--- src/rdl_pkg.sv ---
/*
  rdl_pkg: constants, register map and carrier types of the ready lamp indicator.
  assumes: used by the lamp top module alone, the checker and bench hold their own values; pclk at 250 MHz.
*/
`default_nettype none

package rdl_pkg;

  // clock and flash timing, times in ms
  localparam int unsigned CLK_KHZ        = 250000;
  localparam int unsigned TICK_MS        = 1;
  localparam int unsigned TICK_CYCLES    = TICK_MS * CLK_KHZ;
  localparam int unsigned SLOW_HALF_MS   = 1000;  // 0.5 Hz flash
  localparam int unsigned FAST_HALF_MS   = 250;   // 2 Hz flash
  localparam int unsigned IDENT_HALF_MS  = 500;   // 1 Hz identification blink
  localparam int unsigned FRAME_MS       = 2000;  // common multiple of all halves
  localparam int unsigned MS_W           = 11;

  // register map, byte addresses
  localparam logic [7:0] OFS_CTRL        = 8'h00;
  localparam logic [7:0] OFS_STATUS      = 8'h04;
  localparam logic [7:0] OFS_INT_STAT    = 8'h08;
  localparam logic [7:0] OFS_INT_MASK    = 8'h0C;

  // control fields
  localparam int unsigned CTRL_IDENT_BIT = 0;
  localparam int unsigned CTRL_ACK_BIT   = 1;

  // status fields
  localparam int unsigned ST_MODE_LSB    = 0;
  localparam int unsigned ST_FAULT_BIT   = 8;
  localparam int unsigned ST_FWDONE_BIT  = 9;
  localparam int unsigned ST_SUPPLY_BIT  = 10;
  localparam int unsigned ST_IDRED_BIT   = 11;
  localparam int unsigned ST_GREEN_BIT   = 12;
  localparam int unsigned ST_RED_BIT     = 13;

  // interrupt events
  localparam int unsigned EV_W           = 4;
  localparam int unsigned EV_FAULT       = 0;
  localparam int unsigned EV_FWDONE      = 1;
  localparam int unsigned EV_CYCLIC      = 2;
  localparam int unsigned EV_SUPPLY_LOST = 3;

  // reset values
  localparam logic        CTRL_IDENT_RST = 1'b0;
  localparam logic [3:0]  INT_MASK_RST   = 4'h0;

  // synchronised inputs
  typedef struct packed {
    logic supply_ok;
    logic link_cyclic;
    logic link_setup;
    logic fault_present;
    logic fw_loading;
    logic fw_done;
  } rdl_in_t;

  localparam int unsigned IN_W = 6;

  typedef struct packed {
    logic green;
    logic red;
  } rdl_lamp_t;

  typedef enum logic [6:0] {
    MODE_OFF     = 7'h01,
    MODE_GREEN   = 7'h02,
    MODE_ORANGE  = 7'h04,
    MODE_RED     = 7'h08,
    MODE_FW_LOAD = 7'h10,
    MODE_FW_DONE = 7'h20,
    MODE_IDENT   = 7'h40
  } rdl_mode_t;

endpackage

`default_nettype wire

--- src/rdl_ready_lamp.sv ---
/*
  rdl_ready_lamp: ready lamp indicator (green, orange = both, red) with apb registers.
  assumes: status inputs arrive asynchronously from link, fault and firmware logic;
  an apb master on pclk; the lamp driver mixes green and red to show orange.
*/
// The implementer's own choices: register access over APB and the address map.
// Overview of operation
// - green steady when link cyclic and ready
// - orange steady while link set-up runs
// - red steady while any fault present and after it until acknowledged
// - green/red flash 0.5 Hz during download
// - green/red 2 Hz after download until power-cycle
// - identification blinks against colour captured at start
// - lamp dark without valid electronics supply
`timescale 1ns/100ps
`default_nettype none

module rdl_ready_lamp #(
  parameter int unsigned TICK_CYCLES = rdl_pkg::TICK_CYCLES
) (
  input  wire logic        pclk,
  input  wire logic        presetn,
  input  wire logic        psel,
  input  wire logic        penable,
  input  wire logic        pwrite,
  input  wire logic [7:0]  paddr,
  input  wire logic [31:0] pwdata,
  output var  logic [31:0] prdata,
  output var  logic        pready,
  output var  logic        pslverr,
  input  wire logic        supply_ok,
  input  wire logic        link_cyclic,
  input  wire logic        link_setup,
  input  wire logic        fault_present,
  input  wire logic        fw_loading,
  input  wire logic        fw_done,
  output var  logic        lamp_green,
  output var  logic        lamp_red,
  output var  logic        irq
);

  localparam int unsigned IN_W = rdl_pkg::IN_W;
  localparam int unsigned EV_W = rdl_pkg::EV_W;
  localparam int unsigned MS_W = rdl_pkg::MS_W;

  // half-period phase of the shared ms counter
  function automatic logic first_half(input logic [MS_W-1:0] ms,
                                      input int unsigned     half_ms);
    int unsigned q;
    q = (32'(ms) / half_ms);
    return (q % 2) == 0;
  endfunction

  // input synchronisers
  logic [IN_W-1:0]   raw_in;
  logic [IN_W-1:0]   sync1_reg;
  logic [IN_W-1:0]   sync2_reg;
  logic [IN_W-1:0]   sync3_reg;
  logic [IN_W-1:0]   agree;
  rdl_pkg::rdl_in_t  in_reg;
  rdl_pkg::rdl_in_t  in_next;

  // divider
  logic [31:0]       tick_cnt_reg;
  logic [31:0]       tick_cnt_next;
  logic              tick;
  logic [MS_W-1:0]   ms_cnt_reg;
  logic [MS_W-1:0]   ms_cnt_next;
  logic              ph_slow;
  logic              ph_fast;
  logic              ph_ident;

  // condition latches
  logic              fault_lat_reg;
  logic              fault_lat_next;
  logic              fw_done_lat_reg;
  logic              fw_done_lat_next;
  logic              ident_en_reg;
  logic              ident_en_next;
  logic              ident_prev_reg;
  logic              ident_start;
  logic              ident_red_reg;
  logic              ident_red_next;
  logic              ack_pulse;

  // lamp state
  rdl_pkg::rdl_mode_t mode_reg;
  rdl_pkg::rdl_mode_t mode_next;
  rdl_pkg::rdl_lamp_t lamp_reg;
  rdl_pkg::rdl_lamp_t lamp_next;

  // interrupts
  logic [EV_W-1:0]   events;
  logic [EV_W-1:0]   int_stat_reg;
  logic [EV_W-1:0]   int_stat_next;
  logic [EV_W-1:0]   int_mask_reg;
  logic [EV_W-1:0]   int_mask_next;
  logic [EV_W-1:0]   w1c;
  logic              irq_reg;
  logic              irq_next;

  // apb
  logic              apb_setup;
  logic              apb_access;
  logic              apb_wr;
  logic              hit_ctrl;
  logic              hit_status;
  logic              hit_int_stat;
  logic              hit_int_mask;
  logic              addr_ok;
  logic [31:0]       ctrl_word;
  logic [31:0]       status_word;
  logic [31:0]       rdata_mux;
  logic [31:0]       prdata_reg;
  logic [31:0]       prdata_next;
  logic              pready_reg;
  logic              pslverr_reg;
  logic              pslverr_next;

  // a change counts only once stages two and three agree
  assign raw_in  = {supply_ok, link_cyclic, link_setup, fault_present, fw_loading, fw_done};
  assign agree   = ~(sync2_reg ^ sync3_reg);
  assign in_next = rdl_pkg::rdl_in_t'((sync3_reg & agree) | (IN_W'(in_reg) & ~agree));

  // reset reads as supply missing: lamp dark until inputs settle
  always_ff @(posedge pclk or negedge presetn) begin
    if (!presetn) begin
      sync1_reg <= '0;
      sync2_reg <= '0;
      sync3_reg <= '0;
      in_reg    <= '0;
    end else begin
      sync1_reg <= raw_in;
      sync2_reg <= sync1_reg;
      sync3_reg <= sync2_reg;
      in_reg    <= in_next;
    end
  end

  // free-running divider, never reset by mode changes so flashes stay in step
  assign tick          = (tick_cnt_reg == 32'(TICK_CYCLES - 1));
  assign tick_cnt_next = tick ? 32'h0 : tick_cnt_reg + 32'h1;
  assign ms_cnt_next   = !tick ? ms_cnt_reg :
                         (ms_cnt_reg == MS_W'(rdl_pkg::FRAME_MS - 1)) ? '0 :
                         ms_cnt_reg + MS_W'(1);

  // one counter for all rates, so phases never drift apart
  assign ph_slow  = first_half(ms_cnt_reg, rdl_pkg::SLOW_HALF_MS);
  assign ph_fast  = first_half(ms_cnt_reg, rdl_pkg::FAST_HALF_MS);
  assign ph_ident = first_half(ms_cnt_reg, rdl_pkg::IDENT_HALF_MS);

  always_ff @(posedge pclk or negedge presetn) begin
    if (!presetn) begin
      tick_cnt_reg <= 32'h0;
      ms_cnt_reg   <= '0;
    end else begin
      tick_cnt_reg <= tick_cnt_next;
      ms_cnt_reg   <= ms_cnt_next;
    end
  end

  // fault raw input has no message-type filtering, so reconfiguration cannot hide it
  assign ack_pulse      = apb_wr & hit_ctrl & pwdata[rdl_pkg::CTRL_ACK_BIT];
  assign fault_lat_next = in_reg.fault_present |
                          (fault_lat_reg & ~ack_pulse);

  // only a power-on reset leaves the download-complete indication
  assign fw_done_lat_next = fw_done_lat_reg | in_reg.fw_done;

  assign ident_en_next  = (apb_wr & hit_ctrl) ? pwdata[rdl_pkg::CTRL_IDENT_BIT]
                                              : ident_en_reg;
  // base colour taken before ident mode reaches the lamp
  assign ident_start    = ident_en_reg & ~ident_prev_reg;
  assign ident_red_next = ident_start ? lamp_reg.red & ~lamp_reg.green
                                      : ident_red_reg;

  always_ff @(posedge pclk or negedge presetn) begin
    if (!presetn) begin
      fault_lat_reg   <= 1'b0;
      fw_done_lat_reg <= 1'b0;
      ident_en_reg    <= rdl_pkg::CTRL_IDENT_RST;
      ident_prev_reg  <= 1'b0;
      ident_red_reg   <= 1'b0;
    end else begin
      fault_lat_reg   <= fault_lat_next;
      fw_done_lat_reg <= fw_done_lat_next;
      ident_en_reg    <= ident_en_next;
      ident_prev_reg  <= ident_en_reg;
      ident_red_reg   <= ident_red_next;
    end
  end

  // lamp mode by priority
  // supply first: nothing may light a lamp without supply
  always_comb begin
    if (!in_reg.supply_ok) begin
      mode_next = rdl_pkg::MODE_OFF;
    end else if (ident_en_reg) begin
      mode_next = rdl_pkg::MODE_IDENT;
    end else if (fw_done_lat_reg) begin
      mode_next = rdl_pkg::MODE_FW_DONE;
    end else if (in_reg.fw_loading) begin
      mode_next = rdl_pkg::MODE_FW_LOAD;
    end else if (fault_lat_reg) begin
      mode_next = rdl_pkg::MODE_RED;
    end else if (in_reg.link_cyclic) begin
      mode_next = rdl_pkg::MODE_GREEN;
    end else if (in_reg.link_setup) begin
      mode_next = rdl_pkg::MODE_ORANGE;
    end else begin
      mode_next = rdl_pkg::MODE_OFF;
    end
  end

  // colour from mode; orange is both emitters lit
  always_comb begin
    unique case (mode_reg)
      rdl_pkg::MODE_OFF: begin
        lamp_next = '{green: 1'b0, red: 1'b0};
      end
      rdl_pkg::MODE_GREEN: begin
        lamp_next = '{green: 1'b1, red: 1'b0};
      end
      rdl_pkg::MODE_ORANGE: begin
        lamp_next = '{green: 1'b1, red: 1'b1};
      end
      rdl_pkg::MODE_RED: begin
        lamp_next = '{green: 1'b0, red: 1'b1};
      end
      rdl_pkg::MODE_FW_LOAD: begin
        lamp_next = '{green: ph_slow, red: ~ph_slow};
      end
      rdl_pkg::MODE_FW_DONE: begin
        lamp_next = '{green: ph_fast, red: ~ph_fast};
      end
      rdl_pkg::MODE_IDENT: begin
        lamp_next = '{green: ph_ident | ~ident_red_reg,
                      red:   ph_ident | ident_red_reg};
      end
      default: begin
        lamp_next = '{green: 1'b0, red: 1'b0};
      end
    endcase
  end

  // one cycle of lag from mode to lamp, invisible at flash rates
  always_ff @(posedge pclk or negedge presetn) begin
    if (!presetn) begin
      mode_reg <= rdl_pkg::MODE_OFF;
      lamp_reg <= '0;
    end else begin
      mode_reg <= mode_next;
      lamp_reg <= lamp_next;
    end
  end

  assign lamp_green = lamp_reg.green;
  assign lamp_red   = lamp_reg.red;

  // sticky events; a new event beats a clear in the same cycle
  assign events[rdl_pkg::EV_FAULT]       = fault_lat_next & ~fault_lat_reg;
  assign events[rdl_pkg::EV_FWDONE]      = fw_done_lat_next & ~fw_done_lat_reg;
  assign events[rdl_pkg::EV_CYCLIC]      = in_next.link_cyclic & ~in_reg.link_cyclic;
  assign events[rdl_pkg::EV_SUPPLY_LOST] = ~in_next.supply_ok & in_reg.supply_ok;

  // write one to clear; zeros leave pending flags alone
  assign w1c           = (apb_wr & hit_int_stat) ? pwdata[EV_W-1:0] : '0;
  assign int_stat_next = events | (int_stat_reg & ~w1c);
  assign int_mask_next = (apb_wr & hit_int_mask) ? pwdata[EV_W-1:0] : int_mask_reg;
  // flags of this edge, so irq carries no extra cycle of lag
  assign irq_next      = |(int_stat_next & int_mask_next);

  always_ff @(posedge pclk or negedge presetn) begin
    if (!presetn) begin
      int_stat_reg <= '0;
      int_mask_reg <= rdl_pkg::INT_MASK_RST;
      irq_reg      <= 1'b0;
    end else begin
      int_stat_reg <= int_stat_next;
      int_mask_reg <= int_mask_next;
      irq_reg      <= irq_next;
    end
  end

  assign irq = irq_reg;

  // apb slave: pready rises in the first access cycle, no wait states
  assign apb_setup    = psel & ~penable;
  assign apb_access   = psel & penable & pready_reg;
  assign apb_wr       = apb_access & pwrite & ~pslverr_reg;
  assign hit_ctrl     = (paddr == rdl_pkg::OFS_CTRL);
  assign hit_status   = (paddr == rdl_pkg::OFS_STATUS);
  assign hit_int_stat = (paddr == rdl_pkg::OFS_INT_STAT);
  assign hit_int_mask = (paddr == rdl_pkg::OFS_INT_MASK);
  assign addr_ok      = hit_ctrl | hit_status | hit_int_stat | hit_int_mask;

  // acknowledge bit is a strobe and reads back as zero
  assign ctrl_word = {31'h0, ident_en_reg};

  // live lamp bits, so software sees the flash phase
  assign status_word = {18'h0,
                        lamp_reg.red,
                        lamp_reg.green,
                        ident_red_reg,
                        in_reg.supply_ok,
                        fw_done_lat_reg,
                        fault_lat_reg,
                        1'b0,
                        mode_reg};

  assign rdata_mux = hit_ctrl     ? ctrl_word :
                     hit_status   ? status_word :
                     hit_int_stat ? {28'h0, int_stat_reg} :
                     hit_int_mask ? {28'h0, int_mask_reg} :
                     32'h0;

  // read data sampled at setup; a flag set meanwhile shows on the next read
  assign prdata_next  = (apb_setup & ~pwrite) ? rdata_mux :
                        apb_setup ? 32'h0 : prdata_reg;
  // error flag ends with its access, never carried into the next
  assign pslverr_next = apb_setup ? ~addr_ok : (pslverr_reg & ~apb_access);

  always_ff @(posedge pclk or negedge presetn) begin
    if (!presetn) begin
      pready_reg  <= 1'b0;
      prdata_reg  <= 32'h0;
      pslverr_reg <= 1'b0;
    end else begin
      pready_reg  <= apb_setup;
      prdata_reg  <= prdata_next;
      pslverr_reg <= pslverr_next;
    end
  end

  assign pready  = pready_reg;
  assign prdata  = prdata_reg;
  assign pslverr = pslverr_reg;

endmodule // rdl_ready_lamp

`default_nettype wire

--- config.mk ---
export PLATFORM = sky130hd
export DESIGN_NAME = rdl_ready_lamp
export DESIGN_NICKNAME = d
export VERILOG_FILES = /design/src/rdl_pkg.sv /design/src/rdl_ready_lamp.sv
export SDC_FILE = /design/constraint.sdc
export NUM_CORES = 1
export LEC_CHECK = 0
export BUFFER_PORTS_ARGS = -buffer_cell sky130_fd_sc_hd__buf_2
export CAP_MARGIN = 40
export CORE_UTILIZATION = 30
export CTS_BUF_LIST = sky130_fd_sc_hd__clkbuf_4
export DETAILED_ROUTE_END_ITERATION = 8
export SYNTH_ARGS = -nofsm -noshare
export SYNTH_HDL_FRONTEND = slang
export SYNTH_SLANG_ARGS = --single-unit
export TNS_END_PERCENT = 30
--- constraint.sdc ---
create_clock -name pclk -period 2.6 [get_ports pclk]
set_input_delay 0.26 -clock pclk [delete_from_list [all_inputs] [get_ports pclk]]
set_output_delay 0.26 -clock pclk [all_outputs]
set_load 0.1 [all_outputs]
* After elaboration in Yosys (flattened, before gate mapping)
Index checks and enable logic that the tools add are counted.
** Word-level totals
- Register bits :: 124
- Input bits :: 51
- Output and inout bits :: 37
- Logic and storage cells :: 116
** Cells by class
- Add/sub/neg operators :: 2
- Divide/modulo/power cells :: 3
- Equality and inequality tests :: 11
- Multiplexer cells :: 19
- Bitwise gates (word level) :: 50
- Reduce and logical (&&, ||, !) cells :: 6
** Operator list (count)
- zero test 32 bit :: 3
- two-way mux 32 bit :: 3
- adder 32 x 1 -> 32 bit (second input constant) :: 1
- divider 11 x 10 -> 32 bit (second input constant) :: 1
- divider 11 x 8 -> 32 bit (second input constant) :: 1
- divider 11 x 9 -> 32 bit (second input constant) :: 1
- == test 32 x 18 -> 1 bit (second input constant) :: 1
- two-way mux 14 bit :: 2
- two-way mux 7 bit :: 3
- two-way mux 4 bit :: 5
- bitwise AND 1 bit :: 18
- == test 8 x 4 -> 1 bit (second input constant) :: 2
- inverter 1 bit :: 15
- bitwise AND 6 bit :: 2
- inverter 6 bit :: 2
- one-hot mux 2 bit (6 select lines) :: 1
- adder 11 x 1 -> 11 bit (second input constant) :: 1
- == test 11 bit (second input constant) :: 1
- two-way mux 11 bit :: 1
- bitwise AND 4 bit :: 2
- == test 8 x 3 -> 1 bit (second input constant) :: 1
- zero test 8 bit :: 1
- == test 7 x 2 -> 1 bit (second input constant) :: 1
- == test 7 x 3 -> 1 bit (second input constant) :: 1
- other kinds (14) :: 21

* Longest topological paths before layout
Gate-level depths: netlist (run 1).
- Depth after elaboration :: 13
- Depth in mapped cells :: 12
- Mapped depth without buffers :: 11

* Least setup slack after synthesis (run 1)
No wires, ideal clock.
- Path kind :: register to register
- Start point :: register ms_cnt_reg[7]
- End point :: register lamp_reg (netlist bit lamp_green)
- Library setup time :: 0.120 ns
- Data arrival time :: 2.654 ns
- Required time :: 2.480 ns
- Setup slack :: -0.174 ns
- Stages on the path, launching flop included :: 12
- Path buffers :: 0
- Period minus slack after synthesis :: 2.774 ns
- Cells stage by stage :: dfrtp_1 nand4_2 nor2_2 ha_1 nand2b_1 o31a_1 a31oi_4 maj3_1 mux2i_1 or3_4 a311o_1 a41o_1
** RTL lines
- start, declared :: RTL line rdl_ready_lamp.sv:67 : logic [MS_W-1:0] ms_cnt_reg;
- start signal, assigned :: RTL line rdl_ready_lamp.sv:158 : ms_cnt_reg <= ms_cnt_next;
- end signal, assigned :: RTL line rdl_ready_lamp.sv:253 : lamp_reg <= lamp_next;
- end, declared :: RTL line rdl_ready_lamp.sv:89 : rdl_pkg::rdl_lamp_t lamp_reg;

==> results.json, run 1 <==
{
  "status": "finished with violations",
  "violations": "setup timing",
  "synth_flop_cell": "dfrtp_1",
  "synth_top_area_frac": 0.526,
  "antenna_cells": 0,
  "largest_register_ffs": 32,
  "fin_util": 0.366,
  "post_drt_wl_per_cell_um": 13.3,
  "grt_usage": 0.127,
  "antenna_found_initial": 0,
  "whs_ps": 49.9,
  "power_leakage_nw": 2.69,
  "coreArea_um2": 16000,
  "cts-root-buf": "clkbuf_4",
  "layout.nets": 607,
  "synthTopCellsByCount": "104 x dfrtp_1, 41 x nand2_1, 41 x nor2_1, 30 x nand3_1, 23 x xnor2_1",
  "rsz0062_at_grt": "true",
  "first_pass_iters": 4,
  "crit_fanout": 4,
  "clk_latency_ps": 470,
  "arrival_ps": 3100,
  "io_pins": 88,
  "syn-cell-area_um2": 4950,
  "cts_buffers": 9,
  "drt-total-wl_mm": 10.2,
  "die_h_um": 130,
  "drt-vias-per-instance": 4.71,
  "setup_viol": 1,
  "clockBufferDepth": 2,
  "hpwl_mm": 7.51,
  "start_kind": "register",
  "avgSynthCellArea_um2": 10.5,
  "drt-initial-drc-count": 161,
  "slew_headroom": 0.551,
  "grt_overflow": 0,
  "syn_inst": 471,
  "required_ps": 2980,
  "pwr_density_cell_nw_per_um2": 492,
  "path_class": "register to register",
  "fin_crit_ps": 2720,
  "ant_nets": 0,
  "clkSinkCount": 105,
  "synth_largest_area_cell": "dfrtp_1",
  "gp_congestion": 0.853,
  "end_kind": "register",
  "max-cap-violations": 0,
  "cts_tree": "built",
  "htreeDepth": 3,
  "ys_types": 60,
  "power_w": 0.00288,
  "stdcell_count": 772,
  "path_clk_slew_ps": 160,
  "final_hold_viol_count": 0,
  "ys_seq_area_frac": 0.531,
  "yosysMostFrequentCell": "dfrtp_1",
  "skew_ps": 12.9,
  "fin_crit_sh": 1.05,
  "layout_setup_ws_ps": -124,
  "dr_total_vias": 3638,
  "ys_warn_count": 0,
  "async_reset_ff_frac": 1.00,
  "pre_cts_slack_ps": -154,
  "die_area_um2": 17000,
  "io_buffer_count": 40,
  "drcViolationCount": 0,
  "dp_cells": 741,
  "rrSetupSlack_ps": -120,
  "hold_class": "input pin to register",
  "ir_worst_vdd_mv": 0.190,
  "drive_gt1_frac": 0.212,
  "worst_slew_pin_slew_ps": 673,
  "grt_start_max_net_pins": 47,
  "die_w_um": 130,
  "num_rows": 46,
  "synth-edff-count": 0,
  "synthToLayoutAreaGrowth_pct": 18.2,
  "grt_pass1_vias": 3641,
  "initial_core_util": 0.309,
  "slew_viol_final": 0,
  "synth-seq-cells": 105,
  "grt_first_pass_wirelength_mm": 16.9,
  "fmax_mhz": 367,
  "synthTopCellsByArea": "dfrtp_1 53%, xnor2_1 4.1%, buf_4 3.2%"
}
## what timing repair did
action,4_1_cts,5_1_grt
resized for setup,7,4
setup buffers,4,1
endpoints found under the setup margin,1,2
hold endpoints to repair,46,1
hold buffers,9,1
gates cloned,0,0
pin swaps,5,7
## final timing paths
check / start / to / cells after the start
worst max-delay path: ms_cnt_reg[8] / lamp_green / 11
worst min-delay path: pwdata[1] / fault_lat_reg / 4
worst max register to register: ms_cnt_reg[8] / lamp_green / 11
worst min register to register: sync1_reg[3] / sync2_reg[3] / 0
max in group asynchronous: presetn / ms_cnt_reg[10] / 3
min in group asynchronous: presetn / fault_lat_reg / 2
## cells in the final DEF (no fill, tap or decap), types with 7 or more instances in the layout
cell           Yosys  layout
xor2_1            16      16
and2_1             7       7
buf_4             21      33
a22o_1            14      14
nand2_1           41      41
nand3_1           30      30
nor2_1            41      40
clkbuf_4           0      10
inv_1             15      15
buf_2              0      39
nor3_1            11      11
and3_1            15      15
o21ai_0           17      17
conb_1             1      19
dfrtp_1          104     103
nor4_1            11      11
a21oi_1           10       9
dlygate4sd3_1      0      10
xnor2_1           23      23
## layer usage
layer,vias to the layer above,share of wire,GRT usage
met1,1782,0.46,0.162
li1,1779,-,-
met3,12,0.034,0.0342
met5,-,0,0
met4,0,0.011,0.0426
met2,65,0.49,0.210
## power by group
group	total, W	switching, W	internal (W)
registers	0.00170	0.0000300	0.00167
clock network	0.000865	0.000555	0.000310
logic	0.000312	0.000248	0.0000636
total	0.00288	0.000833	0.00205
## area by class of cell
cell class	instances	area (um2)
clock buffers	10	75.1
clock inverters	6	66.3
fillers	1619	10100
inverters	15	56.3
multi-input cells	337	2190
flip-flops and latches	105	2630
well taps	216	270
repair buffers	83	563
## metrics by stage
stage / area (um2) / setup TNS [ps]
2_1_floorplan: 5030 / -123
3_3_place_gp: 5520 / -96.7
3_5_place_dp: 5520 / -154
4_1_cts: 5820 / -124
5_1_grt: 5850 / -213
6_report: 5850 / -124
## critical path, stage by stage, from the launching register on
cell	delay (ps)
dfrtp_1	410
nand4_4	130
nor2_4	160
ha_4	220
nand2b_4	140
o31a_1	290
a31oi_4	200
maj3_2	210
mux2i_1	60
or3_4	340
a311o_1	270
a41o_1	210
## cell families after synthesis
logic type,count (synthesis),synth area share
adders and majority gates,11,0.0248
AOI/OAI and AO/OA,70,0.105
xor gates and xnor gates,39,0.0690
buffers and inverters,47,0.0531
and+or+nand+nor,189,0.194
DFF,105,0.531
muxes,9,0.0222
other,1,0.000758
No activity file was read; power rests on OpenSTA's default activity.
==> run 2: changes to the inputs <==
--- a/config.mk
+++ b/config.mk
@@ -5,11 +5,12 @@
 export SDC_FILE = /design/constraint.sdc
 export NUM_CORES = 1
 export LEC_CHECK = 0
-export BUFFER_PORTS_ARGS = -buffer_cell sky130_fd_sc_hd__buf_2
+export BUFFER_PORTS_ARGS = -buffer_cell sky130_fd_sc_hd__clkbuf_2
 export CAP_MARGIN = 40
-export CORE_UTILIZATION = 30
+export CORE_UTILIZATION = 46
 export CTS_BUF_LIST = sky130_fd_sc_hd__clkbuf_4
 export DETAILED_ROUTE_END_ITERATION = 8
+export PLACE_DENSITY = 0.7
 export SYNTH_ARGS = -nofsm -noshare
 export SYNTH_HDL_FRONTEND = slang
 export SYNTH_SLANG_ARGS = --single-unit
==> run 2 against run 1 <==
Against the previous run:
- the run still ends with setup timing left
- sequential share of layout area increased by 1.3 points
- clock power fell by 9.0%
- die area down 34%
- critical path depth is the same
- critical endpoint unchanged
- via count shrank 1.6%
- wire length decreased by 6.8%
- final cell count shrank 11%
- setup slack lost 2.5 ps
- clock skew increased by 13 ps
==> results.json, run 2 (synthesis gave the netlist of run 1 again) <==
{
  "power_w": 0.00280,
  "pwr_density_cell_nw_per_um2": 492,
  "ant_nets": 0,
  "grt_use_met1": 0.254,
  "path_clk_slew_ps": 180,
  "fin_crit_ps": 2730,
  "arrival_ps": 3080,
  "dr_total_vias": 3580,
  "pre_cts_slack_ps": -181,
  "power_leakage_nw": 2.65,
  "crit_path_top_delay_cell": "dfrtp_2",
  "status": "finished with violations",
  "largest_register_ffs": 32,
  "io_pins": 88,
  "htreeDepth": 3,
  "grt.busiest_layer": "met2",
  "num_rows": 37,
  "violations": "setup timing",
  "drcViolationCount": 0,
  "grt_usage": 0.184,
  "cts-root-buf": "clkbuf_4",
  "synthToLayoutAreaGrowth_pct": 14.9,
  "gp_congestion": 0.836,
  "grt_util_met2": 0.286,
  "required_ps": 2950,
  "grt_pass1_vias": 3513,
  "drt-total-wl_mm": 9.53,
  "io_buffer_count": 40,
  "cts_tree": "built",
  "max-cap-violations": 0,
  "critPathMaxStageDelay_ps": 470,
  "drive_gt1_frac": 0.211,
  "mostFrequentLayoutCell": "dfrtp_1",
  "slew_viol_final": 0,
  "grt.met3_usage": 0.0291,
  "rsz0062_at_grt": "true",
  "coreArea_um2": 10400,
  "grt_first_pass_wirelength_mm": 16.4,
  "drt-vias-per-instance": 5.21,
  "end_kind": "register",
  "drt-initial-drc-count": 163,
  "start_kind": "register",
  "initial_core_util": 0.477,
  "fin_crit_sh": 1.05,
  "cp.buffers_inverters": 0,
  "post_drt_wl_per_cell_um": 13.9,
  "path_class": "register to register",
  "fmax_mhz": 367,
  "antenna_cells": 0,
  "worst_slew_pin_slew_ps": 668,
  "crit_fanout": 3,
  "grt_overflow": 0,
  "antenna_found_initial": 0,
  "setup_viol": 1,
  "layout_setup_ws_ps": -126,
  "crit_family": "compound AO/OA/AOI/OAI gates",
  "clk_latency_ps": 460,
  "die_h_um": 106,
  "clockBufferDepth": 2,
  "slew_headroom": 0.555,
  "first_pass_iters": 4,
  "die_w_um": 106,
  "final_hold_viol_count": 0,
  "die_area_um2": 11200,
  "layout.nets": 602,
  "grt_start_max_net_pins": 59,
  "ir_worst_vdd_mv": 0.352,
  "path_cells": "nand4_4, nor2_4, ha_4, nor2b_2, o211ai_2, o211ai_1, a211o_1, a32o_2, or3_4, a311o_1, a41o_1",
  "hold_class": "input pin to register",
  "final_cell_mix": "103 x dfrtp_1, 41 x nand2_1, 40 x nor2_1, 39 x clkbuf_2, 31 x buf_4",
  "fillers": 932,
  "clkSinkCount": 105,
  "skew_ps": 26.1,
  "cts_buffers": 9,
  "hpwl_mm": 6.81
}
[run 2: worst register-to-register path, cell delays in order, from the launching register on]
cell and delay [ps]:
dfrtp_2 470, nand4_4 120, nor2_4 50, ha_4 270, nor2b_2 40, o211ai_2 150, o211ai_1 130, a211o_1 290
a32o_2 260, or3_4 390, a311o_1 270, a41o_1 200
[run 2: power by group]
part | total [W] | leakage (nW) | switching, W | internal (W)
Combinational | 0.000306 | 1.24 | 0.000247 | 0.0000593
Clock | 0.000787 | 0.0684 | 0.000571 | 0.000216
Sequential | 0.00170 | 1.35 | 0.0000294 | 0.00167
Total | 0.00280 | 2.65 | 0.000847 | 0.00195
[run 2: worst paths after layout]
kind,start,to,slack (ps),depth (start not counted)
worst max-delay path,ms_cnt_reg[7],lamp_green,-130,11
worst min-delay path,pwdata[0],ident_en_reg,40,3
worst max register to register,ms_cnt_reg[7],lamp_green,-130,11
worst min register to register,sync1_reg[1],sync2_reg[1],370,0
max in group asynchronous,presetn,mode_reg[0],1520,3
min in group asynchronous,presetn,tick_cnt_reg[30],330,2
[run 2: repair_timing]
| item | 4_1_cts | 5_1_grt |
|---|---|---|
| buffers inserted | 6 | 0 |
| endpoints found under the hold margin | 53 | 0 |
| gates resized for setup | 3 | 7 |
| setup endpoints to repair | 2 | 2 |
| hold buffers | 7 | 0 |
| pin swaps | 5 | 4 |
[run 2: area by class of cell]
type	count	area, um2	share of cell area
Tap cell	136	170	0.0299
Inverter	15	56.3	0.00990
Multi-Input combinational cell	337	2190	0.384
Timing Repair Buffer	78	518	0.0911
Sequential cell	105	2630	0.462
Clock inverter	7	60.1	0.0106
Clock buffer	9	67.6	0.0119
[run 2: layer usage]
layer,wire length (um),share of wire
met1,4640,0.49
met2,4540,0.48
met3,262,0.027
met4,88,0.0092
met5,0,0
[run 2: stage by stage]
stage / instance area [um2] / instances / util / hold WS (ps) / setup TNS, ps
floorplan: 5030 / 489 / - / -35.6 / -123
global placement: 5400 / 658 / 0.521 / 305 / -94.5
detailed placement: 5400 / 658 / 0.521 / 309 / -192
CTS: 5670 / 687 / 0.546 / 12.4 / -146
global route: 5690 / 687 / 0.549 / 33.3 / -351
finish: 5690 / 687 / 0.549 / 40.9 / -126
